File: src/core/preset_jog_pkg.sv
// Constants, types and helpers for the preset speed and jog selector
// Notes on behaviour
// - Binary select: first input weight 1, second 2
// - Unassigned binary select input reads as off
// - Binary index taken after settle time, edges restart
// - Mode 01 uses seven bit inputs, speeds 0-7
// - Bit mode: lowest active input wins
// - All selects off gives speed 0 from source
// - Only third bit input gives speed 3, monitored
// - Jog before run starts jog operation
// - Jog frequency direct, no ramp, min..10.00 Hz
// - Jog overrides source, presets, forced inputs
// - Jog stop mode: 0-2 forbid, 3-5 allow
// - Forbid group: run first blocks jog
// - Allow group: jog during run, early release coasts
// - Speed 0 and jog settings have second-motor copies
// - Mode 00 decodes four inputs as 0-15
// - Settle time 0 to 200 times 10 ms
// - Nonzero preset overrides frequency source
package preset_jog_pkg;

  localparam int CLK_HZ         = 40_000_000;
  localparam int SETTLE_STEP_MS = 10;
  localparam int SETTLE_TICK_CYC = CLK_HZ / 1000 * SETTLE_STEP_MS;

  localparam logic [7:0]  SETTLE_MAX   = 8'hC8;    // 200 steps
  localparam logic [15:0] JOG_FREQ_MAX = 16'h03E8; // 10.00 Hz in 0.01 Hz

  localparam logic [1:0] MODE_BINARY = 2'h0;
  localparam logic [1:0] MODE_BIT    = 2'h1;
  localparam logic [2:0] SRC_PARAM   = 3'h2;

  // Register offsets (word index)
  localparam logic [5:0] OFS_MODE      = 6'h00;
  localparam logic [5:0] OFS_SETTLE    = 6'h01;
  localparam logic [5:0] OFS_FREQ_SRC  = 6'h02;
  localparam logic [5:0] OFS_MIN_FREQ  = 6'h03;
  localparam logic [5:0] OFS_JOG_FREQ1 = 6'h04;
  localparam logic [5:0] OFS_JOG_STOP1 = 6'h05;
  localparam logic [5:0] OFS_JOG_FREQ2 = 6'h06;
  localparam logic [5:0] OFS_JOG_STOP2 = 6'h07;
  localparam logic [5:0] OFS_SPEED0_2  = 6'h08;
  localparam logic [5:0] OFS_BIN_ASGN  = 6'h09;
  localparam logic [5:0] OFS_BIT_ASGN  = 6'h0A;
  localparam logic [5:0] OFS_MONITOR   = 6'h0B;
  localparam logic [5:0] OFS_STATUS    = 6'h0C;
  localparam logic [5:0] OFS_TABLE     = 6'h10;

  // Reset values
  localparam logic [15:0] RST_MIN_FREQ = 16'h0000;
  localparam logic [15:0] RST_JOG_FREQ = 16'h0064;
  localparam logic [2:0]  RST_JOG_STOP = 3'h0;
  localparam logic [2:0]  RST_FREQ_SRC = 3'h2;
  localparam logic [3:0]  RST_BIN_ASGN = 4'hF;
  localparam logic [6:0]  RST_BIT_ASGN = 7'h7F;

  typedef enum logic [1:0] {
    STOP_FREE   = 2'b00,
    STOP_DECEL  = 2'b01,
    STOP_DCBRK  = 2'b10
  } stop_kind_t;

  typedef enum logic [1:0] {
    JS_IDLE = 2'b00,
    JS_RUN  = 2'b01,
    JS_JOG  = 2'b10,
    JS_HOLD = 2'b11
  } jog_state_t;

  // Lowest active bit input wins; none gives 0
  function automatic logic [3:0] prio_speedbit(input logic [6:0] b);
    logic [3:0] r;
    r = 4'h0;
    for (int i = 6; i >= 0; i--) begin
      if (b[i]) r = 4'(i + 1);
    end
    return r;
  endfunction

  // Codes 3..5 permit jog while running
  function automatic logic jog_allow(input logic [2:0] m);
    return (m >= 3'h3) && (m <= 3'h5);
  endfunction

  // Stop kind cycles free, decel, DC brake per group
  function automatic stop_kind_t jog_kind(input logic [2:0] m);
    stop_kind_t k;
    k = STOP_FREE;
    if (m == 3'h1 || m == 3'h4) k = STOP_DECEL;
    else if (m == 3'h2 || m == 3'h5) k = STOP_DCBRK;
    return k;
  endfunction

  // Jog frequency held between minimum and 10.00 Hz
  function automatic logic [15:0] clamp_jog(input logic [15:0] f,
                                            input logic [15:0] fmin);
    logic [15:0] r;
    r = (f > JOG_FREQ_MAX) ? JOG_FREQ_MAX : f;
    if (r < fmin) r = fmin;
    return r;
  endfunction

endpackage

File: src/core/preset_index_decoder.sv
// Speed index decoder with binary settle timer
`timescale 1ns/1ps
module preset_index_decoder #(
  parameter int SETTLE_TICK = preset_jog_pkg::SETTLE_TICK_CYC
) (
  input  wire logic       sys_clk,
  input  wire logic       rst,
  input  wire logic       ce,
  input  wire logic [1:0] mode,
  input  wire logic [7:0] settle,
  input  wire logic [3:0] binsel,
  input  wire logic [6:0] speedbit,
  output logic      [3:0] speed_index
);

  typedef struct packed {
    logic [3:0]  index;
    logic [3:0]  prev_bin;
    logic        pending;
    logic [18:0] tick;
    logic [7:0]  units;
  } dec_state_t;

  dec_state_t st;
  dec_state_t next_st;

  // Settling wait restarts on every edge of any assigned binary select input
  always_comb begin
    next_st = st;
    next_st.prev_bin = binsel;
    if (mode == preset_jog_pkg::MODE_BIT) begin
      next_st.pending = 1'b0;
      next_st.index   = preset_jog_pkg::prio_speedbit(speedbit);
    end else if (binsel != st.prev_bin) begin
      next_st.pending = 1'b1;
      next_st.tick    = 19'h00000;
      next_st.units   = 8'h00;
    end else if (st.pending) begin
      if (st.units >= settle) begin
        next_st.pending = 1'b0;
        next_st.index   = binsel;
      end else if (st.tick == 19'(SETTLE_TICK - 1)) begin
        next_st.tick  = 19'h00000;
        next_st.units = st.units + 8'h01;
      end else begin
        next_st.tick = st.tick + 19'h00001;
      end
    end else if (st.index != binsel) begin
      // Catches a mode switch back to binary with steady inputs; full wait again
      next_st.pending = 1'b1;
      next_st.tick    = 19'h00000;
      next_st.units   = 8'h00;
    end
  end

  // State register, frozen while ce is low
  always_ff @(posedge sys_clk or posedge rst) begin
    if (rst) begin
      st <= '0;
    end else if (ce) begin
      st <= next_st;
    end
  end

  assign speed_index = st.index;

endmodule // preset_index_decoder

File: src/core/preset_speed_jog_selector.sv
// Preset speed and jog frequency command selector
//
// The register offsets and the strobed register port were left to the implementer.
`timescale 1ns/1ps
module preset_speed_jog_selector #(
  parameter int SETTLE_TICK = preset_jog_pkg::SETTLE_TICK_CYC
) (
  input  wire logic        sys_clk,
  input  wire logic        rst,
  input  wire logic        ce,
  // Register port
  input  wire logic [5:0]  reg_addr,
  input  wire logic [15:0] reg_wdata,
  input  wire logic        reg_wr,
  input  wire logic        reg_rd,
  output logic      [15:0] reg_rdata,
  // Selector terminals
  input  wire logic        binsel_bit0,
  input  wire logic        binsel_bit1,
  input  wire logic        binsel_bit2,
  input  wire logic        binsel_bit3,
  input  wire logic        speedbit_in1,
  input  wire logic        speedbit_in2,
  input  wire logic        speedbit_in3,
  input  wire logic        speedbit_in4,
  input  wire logic        speedbit_in5,
  input  wire logic        speedbit_in6,
  input  wire logic        speedbit_in7,
  // Run and override terminals
  input  wire logic        run_cmd,
  input  wire logic        jog_input,
  input  wire logic        motor2_select,
  input  wire logic        forced_terminal_input,
  input  wire logic        forced_operation_input,
  // Frequency sources, 0.01 Hz units
  input  wire logic [15:0] source_freq_cmd,
  input  wire logic [15:0] terminal_freq_cmd,
  input  wire logic [15:0] operator_freq_cmd,
  // Results
  output logic      [15:0] freq_cmd,
  output logic             ramp_bypass,
  output logic             jog_active,
  output logic             stop_req,
  output logic      [1:0]  stop_kind,
  output logic      [3:0]  speed_index
);

  //////////////////////////////////////////////////////////////////////
  // State
  typedef struct packed {
    logic [1:0]        preset_mode_select;
    logic [7:0]        preset_settle_time;
    logic [2:0]        freq_source_select;
    logic [15:0]       min_freq;
    logic [1:0][15:0]  jog_frequency;
    logic [1:0][2:0]   jog_stop_mode;
    logic [15:0]       speed0_second;
    logic [3:0]        bin_assign;
    logic [6:0]        bit_assign;
    logic [15:0][15:0] speed_table;
    preset_jog_pkg::jog_state_t js;
    logic [15:0]       freq;
    logic              bypass;
    logic              jog;
    logic              stop;
    logic [1:0]        kind;
    logic [15:0]       rdata;
  } sel_state_t;

  sel_state_t st;
  sel_state_t next_st;

  logic [3:0]  idx;
  logic [3:0]  bin_raw;
  logic [6:0]  bit_raw;
  logic        msel;
  logic [15:0] jog_f;
  logic [2:0]  jog_m;
  logic [15:0] speed0;

  //////////////////////////////////////////////////////////////////////
  // Terminal gathering
  // Unassigned selects are masked so a floating pin cannot pick a speed
  assign bin_raw = {binsel_bit3, binsel_bit2, binsel_bit1, binsel_bit0}
                   & st.bin_assign;
  assign bit_raw = {speedbit_in7, speedbit_in6, speedbit_in5,
                    speedbit_in4, speedbit_in3, speedbit_in2,
                    speedbit_in1} & st.bit_assign;

  // Second-motor copies of speed 0 and jog settings
  assign msel  = motor2_select;
  assign jog_f = st.jog_frequency[msel];
  assign jog_m = st.jog_stop_mode[msel];
  assign speed0 = msel ? st.speed0_second : st.speed_table[0];

  //////////////////////////////////////////////////////////////////////
  // Index decoder
  preset_index_decoder #(
    .SETTLE_TICK (SETTLE_TICK)
  ) u_decoder (
    .sys_clk     (sys_clk),
    .rst         (rst),
    .ce          (ce),
    .mode        (st.preset_mode_select),
    .settle      (st.preset_settle_time),
    .binsel      (bin_raw),
    .speedbit    (bit_raw),
    .speed_index (idx)
  );

  //////////////////////////////////////////////////////////////////////
  // Next state
  always_comb begin
    next_st = st;
    next_st.stop = 1'b0;

    // Register writes
    if (reg_wr) begin
      if (reg_addr == preset_jog_pkg::OFS_MODE) begin
        next_st.preset_mode_select = reg_wdata[1:0];
      end else if (reg_addr == preset_jog_pkg::OFS_SETTLE) begin
        // Out-of-range settle values saturate rather than wrap
        if (reg_wdata[7:0] > preset_jog_pkg::SETTLE_MAX) begin
          next_st.preset_settle_time = preset_jog_pkg::SETTLE_MAX;
        end else begin
          next_st.preset_settle_time = reg_wdata[7:0];
        end
      end else if (reg_addr == preset_jog_pkg::OFS_FREQ_SRC) begin
        next_st.freq_source_select = reg_wdata[2:0];
      end else if (reg_addr == preset_jog_pkg::OFS_MIN_FREQ) begin
        next_st.min_freq = reg_wdata;
      end else if (reg_addr == preset_jog_pkg::OFS_JOG_FREQ1) begin
        next_st.jog_frequency[0] = reg_wdata;
      end else if (reg_addr == preset_jog_pkg::OFS_JOG_STOP1) begin
        next_st.jog_stop_mode[0] = reg_wdata[2:0];
      end else if (reg_addr == preset_jog_pkg::OFS_JOG_FREQ2) begin
        next_st.jog_frequency[1] = reg_wdata;
      end else if (reg_addr == preset_jog_pkg::OFS_JOG_STOP2) begin
        next_st.jog_stop_mode[1] = reg_wdata[2:0];
      end else if (reg_addr == preset_jog_pkg::OFS_SPEED0_2) begin
        next_st.speed0_second = reg_wdata;
      end else if (reg_addr == preset_jog_pkg::OFS_BIN_ASGN) begin
        next_st.bin_assign = reg_wdata[3:0];
      end else if (reg_addr == preset_jog_pkg::OFS_BIT_ASGN) begin
        next_st.bit_assign = reg_wdata[6:0];
      end else if (reg_addr == preset_jog_pkg::OFS_MONITOR) begin
        // Writing the monitor edits the entry now selected
        if (idx == 4'h0 && msel) begin
          next_st.speed0_second = reg_wdata;
        end else begin
          next_st.speed_table[idx] = reg_wdata;
        end
      end else if (reg_addr[5:4] == preset_jog_pkg::OFS_TABLE[5:4]) begin
        next_st.speed_table[reg_addr[3:0]] = reg_wdata;
      end
    end

    // Register reads, data valid the next cycle
    next_st.rdata = 16'h0000;
    if (reg_rd) begin
      if (reg_addr == preset_jog_pkg::OFS_MODE) begin
        next_st.rdata = {14'h0000, st.preset_mode_select};
      end else if (reg_addr == preset_jog_pkg::OFS_SETTLE) begin
        next_st.rdata = {8'h00, st.preset_settle_time};
      end else if (reg_addr == preset_jog_pkg::OFS_FREQ_SRC) begin
        next_st.rdata = {13'h0000, st.freq_source_select};
      end else if (reg_addr == preset_jog_pkg::OFS_MIN_FREQ) begin
        next_st.rdata = st.min_freq;
      end else if (reg_addr == preset_jog_pkg::OFS_JOG_FREQ1) begin
        next_st.rdata = st.jog_frequency[0];
      end else if (reg_addr == preset_jog_pkg::OFS_JOG_STOP1) begin
        next_st.rdata = {13'h0000, st.jog_stop_mode[0]};
      end else if (reg_addr == preset_jog_pkg::OFS_JOG_FREQ2) begin
        next_st.rdata = st.jog_frequency[1];
      end else if (reg_addr == preset_jog_pkg::OFS_JOG_STOP2) begin
        next_st.rdata = {13'h0000, st.jog_stop_mode[1]};
      end else if (reg_addr == preset_jog_pkg::OFS_SPEED0_2) begin
        next_st.rdata = st.speed0_second;
      end else if (reg_addr == preset_jog_pkg::OFS_BIN_ASGN) begin
        next_st.rdata = {12'h000, st.bin_assign};
      end else if (reg_addr == preset_jog_pkg::OFS_BIT_ASGN) begin
        next_st.rdata = {9'h000, st.bit_assign};
      end else if (reg_addr == preset_jog_pkg::OFS_MONITOR) begin
        next_st.rdata = st.freq;
      end else if (reg_addr == preset_jog_pkg::OFS_STATUS) begin
        next_st.rdata = {8'h00, st.kind, st.js, idx};
      end else if (reg_addr[5:4] == preset_jog_pkg::OFS_TABLE[5:4]) begin
        next_st.rdata = st.speed_table[reg_addr[3:0]];
      end
    end

    // Jog sequencing
    case (st.js)
      preset_jog_pkg::JS_IDLE: begin
        if (run_cmd && jog_input) begin
          next_st.js = preset_jog_pkg::JS_JOG;
        end else if (run_cmd) begin
          next_st.js = preset_jog_pkg::JS_RUN;
        end
      end
      preset_jog_pkg::JS_RUN: begin
        if (!run_cmd) begin
          next_st.js = preset_jog_pkg::JS_IDLE;
        end else if (jog_input && preset_jog_pkg::jog_allow(jog_m)) begin
          next_st.js = preset_jog_pkg::JS_JOG;
        end
        // Forbid group keeps running normally with jog ignored
      end
      preset_jog_pkg::JS_JOG: begin
        if (!run_cmd) begin
          next_st.js   = preset_jog_pkg::JS_IDLE;
          next_st.stop = 1'b1;
          next_st.kind = preset_jog_pkg::jog_kind(jog_m);
        end else if (!jog_input) begin
          // Jog dropped under run: coast, then wait for run to clear
          next_st.js   = preset_jog_pkg::JS_HOLD;
          next_st.stop = 1'b1;
          next_st.kind = preset_jog_pkg::STOP_FREE;
        end
      end
      preset_jog_pkg::JS_HOLD: begin
        if (!run_cmd) begin
          next_st.js = preset_jog_pkg::JS_IDLE;
        end
      end
      default: begin
        next_st.js = preset_jog_pkg::JS_IDLE;
      end
    endcase

    // Frequency command priority, jog first
    next_st.jog    = (next_st.js == preset_jog_pkg::JS_JOG);
    next_st.bypass = next_st.jog;
    if (next_st.jog) begin
      next_st.freq = preset_jog_pkg::clamp_jog(jog_f, st.min_freq);
    end else if (next_st.js == preset_jog_pkg::JS_HOLD) begin
      next_st.freq = 16'h0000;
    end else if (forced_terminal_input) begin
      next_st.freq = terminal_freq_cmd;
    end else if (forced_operation_input) begin
      next_st.freq = operator_freq_cmd;
    end else if (idx != 4'h0) begin
      next_st.freq = st.speed_table[idx];
    end else if (st.freq_source_select == preset_jog_pkg::SRC_PARAM) begin
      next_st.freq = speed0;
    end else begin
      next_st.freq = source_freq_cmd;
    end
  end

  //////////////////////////////////////////////////////////////////////
  // State register, frozen while ce is low
  always_ff @(posedge sys_clk or posedge rst) begin
    if (rst) begin
      st                    <= '0;
      st.freq_source_select <= preset_jog_pkg::RST_FREQ_SRC;
      st.min_freq           <= preset_jog_pkg::RST_MIN_FREQ;
      st.jog_frequency[0]   <= preset_jog_pkg::RST_JOG_FREQ;
      st.jog_frequency[1]   <= preset_jog_pkg::RST_JOG_FREQ;
      st.jog_stop_mode[0]   <= preset_jog_pkg::RST_JOG_STOP;
      st.jog_stop_mode[1]   <= preset_jog_pkg::RST_JOG_STOP;
      st.bin_assign         <= preset_jog_pkg::RST_BIN_ASGN;
      st.bit_assign         <= preset_jog_pkg::RST_BIT_ASGN;
      st.js                 <= preset_jog_pkg::JS_IDLE;
    end else if (ce) begin
      st <= next_st;
    end
  end

  //////////////////////////////////////////////////////////////////////
  // Outputs, all from flops
  assign reg_rdata   = st.rdata;
  assign freq_cmd    = st.freq;
  assign ramp_bypass = st.bypass;
  assign jog_active  = st.jog;
  assign stop_req    = st.stop;
  assign stop_kind   = st.kind;
  assign speed_index = idx;

endmodule // preset_speed_jog_selector

File: config.mk
export PLATFORM = sky130hd
export DESIGN_NAME = preset_speed_jog_selector
export DESIGN_NICKNAME = d
export VERILOG_FILES = /design/src/core/preset_jog_pkg.sv /design/src/core/preset_index_decoder.sv /design/src/core/preset_speed_jog_selector.sv
export SDC_FILE = /design/constraint.sdc
export NUM_CORES = 1
export LEC_CHECK = 0
export BUFFER_PORTS_ARGS = -buffer_cell sky130_fd_sc_hd__buf_2
export CORE_MARGIN = 3
export CORE_UTILIZATION = 40
export DETAILED_ROUTE_END_ITERATION = 8
export PLACE_DENSITY = 0.55
export SYNTH_ARGS = -nofsm -noshare
export SYNTH_HDL_FRONTEND = slang
export SYNTH_SLANG_ARGS = --single-unit
File: constraint.sdc
create_clock -name sys_clk -period 31.8 [get_ports sys_clk]
set_input_delay 6.36 -clock sys_clk [delete_from_list [all_inputs] [get_ports sys_clk]]
set_output_delay 6.36 -clock sys_clk [all_outputs]
set_load 0.02 [all_outputs]
==> results of run 1 <==
-- power breakdown --
group | leakage [nW] | switching [mW] | internal (mW) | total [mW]
sequential | 5.63 | 0.0449 | 0.588 | 0.633
clock | 0.790 | 0.236 | 0.339 | 0.575
combinational | 5.68 | 0.144 | 0.106 | 0.250
total | 12.1 | 0.425 | 1.03 | 1.46
-- through the flow --
stage | instances | power, mW | utilization [%] | instance area, sq um
floorplan | 2007 | 0.8072 | - | 24320
detailed placement | 2743 | 0.8904 | 42.20 | 25140
global placement | 2743 | 0.8834 | 42.20 | 25140
finish | 2829 | 1.458 | 44.93 | 26770
global route | 2829 | 1.516 | 44.93 | 26770
CTS | 2828 | 1.470 | 44.92 | 26760
-- worst max-delay path, cell delays in order --
cell and delay (ns):
buf_4 0.51, buf_4 0.68, nand2_1 0.47, nor2_8 0.39, o211a_1 0.90, nand2_1 0.83, mux2_2 0.51
-- area by class of cell --
type	instances	area share (%)
diodes	1	0.009349
multi-input cells	1332	46.46
flip-flops and latches	424	39.75
inverters	51	0.7433
clock inverters	19	1.169
repair buffers	163	3.366
well taps	773	3.613
clock buffers	66	4.885
-- sequential cells by signal (all words and copies together), names as in the netlist --
signal / count
u_decoder.speed_index: 4
stop_req: 1
stop_kind: 2
jog_active: 1
u_decoder.st: 32
freq_cmd: 16
reg_rdata: 16
st: 352
-- synth_stat cells, types with 38 or more instances --
| library cell | instances | area, sq um |
|---|---|---|
| nor2_1 | 61 | 229.0 |
| mux2_2 | 234 | 2635 |
| o21ai_0 | 61 | 305.3 |
| o22ai_1 | 38 | 237.7 |
| dfrtp_1 | 406 | 10160 |
| clkbuf_1 | 97 | 364.1 |
| nand2_1 | 116 | 435.4 |
| a21oi_1 | 104 | 520.5 |
| mux4_2 | 133 | 2995 |
| buf_4 | 45 | 337.8 |
| inv_1 | 50 | 187.7 |
| mux2_1 | 100 | 1126 |
-- placed cells by master, fill, tap and decap left out, types with 21 or more instances in the layout --
master	n
mux2_1	100
mux2_2	234
a21oi_1	104
clkbuf_16	47
a211oi_1	21
buf_2	129
buf_4	34
nor2_1	59
o21ai_0	59
o22ai_1	38
nor3_1	28
mux2i_1	35
ha_1	25
a22oi_1	25
inv_1	49
nand2_1	116
dfrtp_1	404
mux4_2	133
-- kinds of logic (layout without fill, tap and decap cells) --
family / after synthesis / count (layout) / synth area share [%]
muxes: 512 / 512 / 29.86
DFF: 424 / 424 / 43.76
adders and majority gates: 25 / 25 / 1.287
other: 1 / 7 / 0.01543
buffers and inverters: 251 / 299 / 5.195
xor gates and xnor gates: 3 / 3 / 0.1082
AOI/OAI and AO/OA: 411 / 411 / 11.50
and+or+nand+nor: 375 / 375 / 8.269
-- final timing paths --
| check | end | from | cells past startpoint | slack (ns) |
|---|---|---|---|---|
| setup reg to reg | freq_cmd[8]$_DFFE_PP0P_ | u_decoder.speed_index[0]$_DFFE_PP0P_ | 8 | 27.25 |
| setup / recovery | st[126]$_DFFE_PP0P_ | reg_addr[1] | 7 | 21.55 |
| min in group asynchronous | u_decoder.st[25]$_DFFE_PP0P_ | rst | 2 | 5.87 |
| hold / removal | reg_rdata[8]$_DFFE_PP0P_ | reg_rdata[8]$_DFFE_PP0P_ | 1 | 0.48 |
| hold reg to reg | reg_rdata[8]$_DFFE_PP0P_ | reg_rdata[8]$_DFFE_PP0P_ | 1 | 0.48 |
| max in group asynchronous | st[195]$_DFFE_PP0P_ | rst | 4 | 23.69 |
-- per-layer routing --
layer  routed length, um  global-route usage (%)  up-vias
met5                   0                       0        -
met1               35500                   35.01     9156
met4                2253                   7.334        0
met3                4720                   3.735      117
met2               35470                   37.74      622
li1                    -                       -     7648
==> reports/metrics.csv, run 1 <==
stage;metric;value;unit
place;Post-DP HPWL;53640;um
layout;Final Net Count;2135;
floorplanning;Placement Rows;89;
floorplanning;chip width;252.5;um
floorplanning;Initial Utilization;40.79;%
synthesis;Ys Warns;0;
critical_path;Worst Setup End Kind;register;
layout;share of final-layout standard cells stronger than drive strength 1;32.46;%
timing;Period minus WS final;10.25;ns
critical_path;CP Launch Type;input pin;
clocking;post-CTS sizing;0;
synthesis;number of synthesized flops with an enable pin;0;
synthesis;post-synthesis sequential area ratio;43.76;%
timing;worst slew margin relative to its limit;11.95;%
global_route;GRT Util Overall;24.20;%
timing;# setup viols final;0;
timing;skew final;0.02032;ns
synthesis;Syn Inst Count;2002;
route;antenna viol nets, final;0;
job;Max-Cap Viols;0;
critical_path;critical path class;input pin to register;
clocking;post-CTS setup buffer count;0;
timing;Peak Freq;0.09753;GHz
synthesis;post-synthesis cell area;24300;sq um
critical_path;required time worst endpoint;32.26;ns
timing;Setup WS post-layout;21.55;ns
global_route;global-route wire length before repair;116100;um
clocking;CTS Buffer Depth;3;
clocking;clk slew on worst S/H paths;0.06;ns
place;Port Buffers;131;
timing;setup_tns;0;ns
hold_path;Hold WC Path Type;register to register;
clocking;root buffer cell;clkbuf_16;
global_route;GRT Residual Overflow;0;
synthesis;Netlist cell types;80;
route;via count of the routed design;17543;
pwr;pwr dens;54.46;nW/um^2
route;WL per Instance;27.55;um
clocking;CTS tree;yes;
floorplanning;I/O Pins;132;
timing;Final Max Slew Viols;0;
clocking;cts hold-fix bufs;0;
synthesis;Yosys reg bits;424;
layout;fillers;5458;
layout;area of the multi-input gates;12440;sq um
clocking;# clock sinks;424;
pwr;Pleak;12.10;nW
critical_path;Arr. time, crit path;10.72;ns
timing;WHS;0.4837;ns
critical_path;CP max FO;52;
route;first-pass iteration count of the detailed router;5;
place;GPL Wtd Cong;0.8930;
layout;P&R area growth vs syn;10.15;%
route;drt via density;6.201;
outcome;outcome;complete, no violations;
clocking;Clock Latency Late Sink;0.60;ns
global_route;largest net degree at the start of global routing;99;
pwr;Max rail drop VDD;50.04;uV
clocking;H-tree depth;2;
layout;sequential cell area;10640;sq um
synthesis;Mapped Avg Cell Area;12.14;sq um
floorplanning;Die H;252.5;um
synthesis;ys async rst share;100.0;%
timing;fin crit share;32.24;%
timing;Slew @ Worst Pin;1.316;ns
route;initial DRC count;1818;
place;pre-CTS WS;20.90;ns
timing;unrepaired setup endpoints after global routing;false;
floorplanning;Die ar.;63740;sq um
floorplanning;Core Region;59580;sq um
clocking;CTS Buf Count;47;
synthesis;top_reg_cell synth;dfrtp_1;
global_route;number of antenna violations at the first check in global routing;1;
global_route;vias in the first global route;17702;
route;WL final;77930;um
timing;Fin. Hold Viols;0;
route;final routed DRC violation total;0;
Power figures use the tool's default switching activity.
==> run 2: changes to the inputs <==
- clock period: 31.8 -> 10.12 ns (I/O delays scaled with it)
==> run 2 against run 1 <==
Against the previous run:
- via count grew 0.88%
- wire length up 0.47%
- count of clock-buffer cells in the layout is 7 higher
- utilization shrank 0.10 points
- sequential share of layout area grew 0.093 points
- clock power increased to 3.1 times the previous value
- sequential power grew to 3.2 times the previous value
- total power rose to 3.1 times the previous value
- register-to-register slack worse by 21 ns
- highest routed layer is now met5
==> reports/metrics.csv, run 2 (synthesized netlist as in run 1, its figures left out) <==
stage;metric;value;unit;change
timing;Setup WS post-layout;4.673;ns;-16.87 ns
clocking;clk slew on worst S/H paths;0.06;ns;about the same
layout;most common cell after layout, fill and taps aside;dfrtp_1;;
place;Port Buffers;131;;unchanged
clocking;H-tree depth;2;;unchanged
pwr;pwr dens;169.7;nW/um^2;+210%
clocking;Clock Latency Late Sink;0.62;ns;+0.02 ns
global_route;GRT Residual Overflow;0;;unchanged
pwr;Pleak;12.06;nW;-0.28%
outcome;outcome;complete, no violations;;
timing;# setup viols final;0;;unchanged
clocking;CTS tree;yes;;
pwr;Max rail drop VDD;130.6;uV;+160%
job;Max-Cap Viols;0;;unchanged
clocking;cts hold-fix bufs;0;;unchanged
critical_path;critical path class;input pin to register;;
global_route;vias in the first global route;17916;;+1.2%
layout;Regs by FF count;st x352, u_decoder.st x32;;
timing;fin crit share;53.82;%;
clocking;CTS Buffer Depth;3;;unchanged
global_route;number of antenna violations at the first check in global routing;3;;+2
layout;P&R area growth vs syn;9.891;%;
place;GPL Wtd Cong;0.9135;;+2.3%
route;WL per Instance;27.70;um;+0.54%
route;first-pass iteration count of the detailed router;9;;+4
clocking;root buffer cell;clkbuf_16;;
global_route;global-route wire length before repair;118000;um;+1.6%
floorplanning;Die H;252.5;um;unchanged
layout;max reg flops;352;;unchanged
floorplanning;Placement Rows;89;;unchanged
pwr;Design Power;4.531;mW;+210%
route;drt via density;6.260;;+0.95%
timing;Slew @ Worst Pin;1.341;ns;+0.02548 ns
route;initial DRC count;1787;;-1.7%
layout;Core Util, Final;44.82;%;-0.10 points
timing;skew final;0.02620;ns;+0.005885 ns
timing;setup_tns;0;ns;unchanged
critical_path;reg-to-reg setup timing slack;5.88;ns;-21.37 ns
timing;Period minus WS final;5.447;ns;
route;WL final;78300;um;+0.47%
timing;worst slew margin relative to its limit;10.24;%;-1.7 points
layout;most frequent cells in the layout;dfrtp_1, mux2_2, mux4_2;;
floorplanning;Die ar.;63740;sq um;unchanged
clocking;# clock sinks;424;;unchanged
timing;Fin. Hold Viols;0;;unchanged
critical_path;required time worst endpoint;10.61;ns;-21.65 ns
layout;fin cells;2827;;-0.071%
clocking;post-CTS setup buffer count;0;;unchanged
place;pre-CTS WS;4.056;ns;-16.84 ns
timing;Peak Freq;0.1836;GHz;
layout;share of final-layout standard cells stronger than drive strength 1;32.34;%;-0.11 points
timing;unrepaired setup endpoints after global routing;false;;
layout;Final Net Count;2131;;-0.19%
layout;fillers;5433;;-0.46%
floorplanning;Initial Utilization;40.79;%;unchanged
timing;Final Max Slew Viols;0;;unchanged
route;final routed DRC violation total;0;;unchanged
clocking;CTS Buf Count;47;;unchanged
critical_path;CP Launch Type;input pin;;
layout;Largest Register;st;;
global_route;largest net degree at the start of global routing;154;;+56%
global_route;GRT Util Overall;24.47;%;+0.27 points
hold_path;Hold WC Path Type;register to register;;
critical_path;CP max FO;38;;-27%
route;antenna viol nets, final;0;;unchanged
place;DP Cell Count;2739;;-0.15%
critical_path;Worst Setup End Kind;register;;
route;via count of the routed design;17697;;+0.88%
floorplanning;chip width;252.5;um;unchanged
critical_path;Arr. time, crit path;5.94;ns;-4.78 ns
floorplanning;I/O Pins;132;;unchanged
floorplanning;Core Region;59580;sq um;unchanged
place;Post-DP HPWL;54030;um;+0.73%
clocking;post-CTS sizing;0;;unchanged
-- run 2: cell types whose count changed in the layout (fill, tap and decap cells not counted), sizes merged --
cell / change
inv: -1
bufinv: -4
buf: -4
clkbuf: +7
-- run 2: final cells by class --
| type | instances | area [sq um] | area share, % |
|---|---|---|---|
| tap | 773 | 967.2 | 3.622 |
| clock inverter | 14 | 185.2 | 0.6935 |
| sequential | 424 | 10640 | 39.85 |
| multi-input combinational | 1332 | 12440 | 46.57 |
| clock buffer | 73 | 1394 | 5.220 |
| inverter | 51 | 195.2 | 0.7310 |
| timing repair buffer | 159 | 883.3 | 3.308 |
| antenna | 1 | 2.502 | 0.009371 |
-- run 2: power by group --
part | switching [mW] | internal (mW)
logic | 0.442 | 0.330
clock network | 0.749 | 1.01
registers | 0.154 | 1.85
total | 1.34 | 3.19
-- run 2: worst max-delay path, cell delays in order --
cell and delay, ns:
buf_2 0.08, buf_4 0.51, mux2i_1 0.33, o311a_1 0.20
o2bb2ai_1 0.20, a211o_1 0.32, ha_1 0.32, nand3_1 0.07
a211oi_1 0.20, nand2_1 0.07, a21oi_1 0.79, nor3_1 0.34
a311o_1 0.44
-- run 2: per-stage QoR --
| stage | area [sq um] | hold WS, ns |
|---|---|---|
| global route | 26700 | 0.5251 |
| finish | 26700 | 0.4933 |
| CTS | 26700 | 0.4969 |
| floorplan | 24320 | 0.4560 |
| global placement | 25120 | 0.4779 |
| detailed placement | 25120 | 0.4772 |
-- run 2: routing by layer --
| layer | global-route usage [%] | vias to the layer above | share of wire [%] |
|---|---|---|---|
| met5 | 0 | - | 0.033 |
| met4 | 7.185 | 4 | 2.6 |
| met3 | 3.344 | 114 | 5.7 |
| met2 | 38.98 | 622 | 47 |
| met1 | 35.06 | 9317 | 45 |
| li1 | - | 7640 | - |
-- run 2: worst paths after layout --
kind                                                      start                            to  depth (start not counted)
setup / recovery                                  motor2_select      freq_cmd[15]$_DFFE_PP0P_                         13
hold / removal                         reg_rdata[9]$_DFFE_PP0P_      reg_rdata[9]$_DFFE_PP0P_                          1
setup reg to reg           u_decoder.speed_index[0]$_DFFE_PP0P_       freq_cmd[6]$_DFFE_PP0P_                          6
hold reg to reg                        reg_rdata[9]$_DFFE_PP0P_      reg_rdata[9]$_DFFE_PP0P_                          1
max in group asynchronous                                   rst           st[195]$_DFFE_PP0P_                          4
min in group asynchronous                                   rst  u_decoder.st[23]$_DFFE_PP0P_                          3
==> run 3: changes to the inputs <==
- PLACE_DENSITY: 0.55 -> 0.57
- clock period: 10.12 -> 4.5 ns (I/O delays scaled with it)
==> run 3 against run 2 <==
Against the previous run:
- flip-flop and latch count unchanged
- wire length fell by 1.7%
- clock power increased by 130%
- global-route usage fell by 0.46 points
- highest routed layer unchanged
- utilization up 0.56 points
- critical endpoint is now freq_cmd[9]$_DFFE_PP0P_
- largest cell class unchanged
- sequential power up 130%
- sequential share of layout area is 0.49 points lower
- combinational power grew 130%
- register-to-register slack worse by 5.0 ns
- critical path depth down 1
- non-clock buffer count increased by 34
==> reports/metrics.csv, run 3 (synthesized netlist as in run 1, its figures left out) <==
stage;metric;value;unit;change
place;Post-DP HPWL;53500;um;-0.98%
critical_path;reg-to-reg setup timing slack;0.92;ns;-4.96 ns
critical_path;Worst Setup End Kind;register;;
layout;cell area after layout;27040;sq um;+1.2%
pwr;Max rail drop VDD;283.7;uV;+120%
critical_path;Arr. time, crit path;4.06;ns;-1.88 ns
critical_path;worst reg-to-reg path cell count;12;;+6
clocking;root buffer cell;clkbuf_16;;
floorplanning;Placement Rows;89;;unchanged
place;Placement Cell Area;25430;sq um;+1.2%
floorplanning;Core Region;59580;sq um;unchanged
critical_path;critical path class;register to register;;
global_route;number of antenna violations at the first check in global routing;3;;unchanged
route;final routed DRC violation total;0;;unchanged
place;Port Buffers;131;;unchanged
route;initial DRC count;1644;;-8.0%
clocking;H-tree depth;2;;unchanged
critical_path;origin of the worst setup path;st[345]$_DFFE_PP0P_;;
route;WL final;76940;um;-1.7%
critical_path;RR Endpoint;freq_cmd[9]$_DFFE_PP0P_;;
layout;share of final-layout standard cells stronger than drive strength 1;33.56;%;+1.2 points
timing;Period minus WS final;3.577;ns;
layout;Final Net Count;2165;;+1.6%
floorplanning;Die H;252.5;um;unchanged
clocking;post-CTS sizing;0;;unchanged
outcome;outcome;complete, no violations;;
floorplanning;Initial Utilization;40.79;%;unchanged
timing;setup_tns;0;ns;unchanged
critical_path;slowest stage delay, CP;0.59;ns;-0.20 ns
timing;skew final;0.02334;ns;-0.002862 ns
timing;worst slew margin relative to its limit;16.24;%;+6.0 points
critical_path;CP max FO;10;;-74%
layout;P&R area growth vs syn;11.26;%;
timing;Peak Freq;0.2795;GHz;
layout;max reg flops;352;;unchanged
floorplanning;I/O Pins;132;;unchanged
layout;Largest Register;st;;
timing;unrepaired setup endpoints after global routing;false;;
global_route;GRT Residual Overflow;0;;unchanged
clocking;post-CTS setup buffer count;0;;unchanged
clocking;CTS tree;yes;;
global_route;global-route wire length before repair;115600;um;-2.0%
timing;Setup WS post-layout;0.9226;ns;-3.751 ns
clocking;CTS Buf Count;47;;unchanged
critical_path;required time worst endpoint;4.98;ns;-5.63 ns
clocking;# clock sinks;424;;unchanged
layout;most common cell after layout, fill and taps aside;dfrtp_1;;
critical_path;crit-path most repeated cell;a21oi_1;;
timing;Slew @ Worst Pin;1.254;ns;-0.08756 ns
route;first-pass iteration count of the detailed router;6;;-3
job;Max-Cap Viols;0;;unchanged
layout;Core Util, Final;45.38;%;+0.56 points
pwr;pwr dens;379.6;nW/um^2;+120%
floorplanning;Die ar.;63740;sq um;unchanged
floorplanning;chip width;252.5;um;unchanged
clocking;clk slew on worst S/H paths;0.06;ns;about the same
hold_path;Hold WC Path Type;input pin to async pin;;
timing;Final Max Slew Viols;0;;unchanged
pwr;Pleak;12.26;nW;+1.7%
layout;most frequent cells in the layout;dfrtp_1, mux2_2, mux4_2;;
route;antenna viol nets, final;0;;unchanged
clocking;cts hold-fix bufs;0;;unchanged
route;drt via density;6.206;;-0.86%
timing;fin crit share;79.50;%;
route;WL per Instance;26.89;um;-2.9%
route;via count of the routed design;17756;;+0.33%
critical_path;CP max-delay cell;o311ai_0;;
critical_path;crit-path cells;o311ai_0 -> o311a_1 -> o2bb2ai_1 -> buf_4 -> a211o_1 -> ha_1 -> a21oi_1 -> a21oi_1 -> o31ai_1 -> o21ai_0 -> or2_2 -> a311o_1;;
critical_path;Worst R2R Start;st[345]$_DFFE_PP0P_;;
timing;Fin. Hold Viols;0;;unchanged
layout;Regs by FF count;st x352, u_decoder.st x32;;
place;GPL Wtd Cong;0.9065;;-0.77%
clocking;Clock Latency Late Sink;0.61;ns;about the same
global_route;largest net degree at the start of global routing;136;;-12%
clocking;CTS Buffer Depth;3;;unchanged
global_route;vias in the first global route;17703;;-1.2%
critical_path;worst setup path endpoint;freq_cmd[9]$_DFFE_PP0P_;;
place;pre-CTS WS;0.4271;ns;-3.629 ns
critical_path;CP Launch Type;register;;
timing;# setup viols final;0;;unchanged
global_route;GRT Util Overall;24.01;%;-0.46 points
## run 3: per-stage QoR
step	power (mW)	hold slack, ns	cells
after floorplan	5.706	0.4560	2007
after global placement	6.264	0.4728	2773
after detailed placement	6.308	0.4801	2773
after CTS	10.35	0.3667	2859
after global routing	10.69	0.3904	2861
final	10.26	0.3686	2861
## run 3: where the power goes
part           internal, mW  switching, mW
clock                  2.35           1.65
combinational         0.771          0.976
sequential             4.16          0.353
total                  7.28           2.98
## run 3: cell type report
cell class | count | area [sq um]
multi-input combinational | 1332 | 12440
sequential | 424 | 10640
clock buffer | 73 | 1424
tap | 773 | 967.2
inverter | 51 | 195.2
fill | 5390 | 32540
antenna | 2 | 5.005
clock inverter | 13 | 180.2
timing repair buffer | 193 | 1189
## run 3: worst min path at each step
| stage | endpoint | cells past startpoint |
|---|---|---|
| floorplan | reg_rdata[10]$_DFFE_PP0P_ | 1 |
| global placement | reg_rdata[9]$_DFFE_PP0P_ | 1 |
| detailed placement | reg_rdata[13]$_DFFE_PP0P_ | 1 |
| CTS | st[201]$_DFFE_PP0P_ | 2 |
| global route | st[104]$_DFFE_PP0P_ | 2 |
| finish | st[201]$_DFFE_PP0P_ | 2 |
## run 3: routing by layer
metal  share of wire, %  up-vias  track usage, %
met5              0.021        -               0
met4                2.5        2           7.202
met3                6.4      111           3.735
met2                 47      630           37.98
met1                 45     9279           34.29
li1                   -     7734               -
## run 3: critical path: cells and delay by family (launching register included)
kind | cells | cell delay, ns
compound gates | 9 | 2.12
flops | 1 | 0.43
simple gates | 1 | 0.43
fa+ha+maj | 1 | 0.32
buf+inv | 1 | 0.16
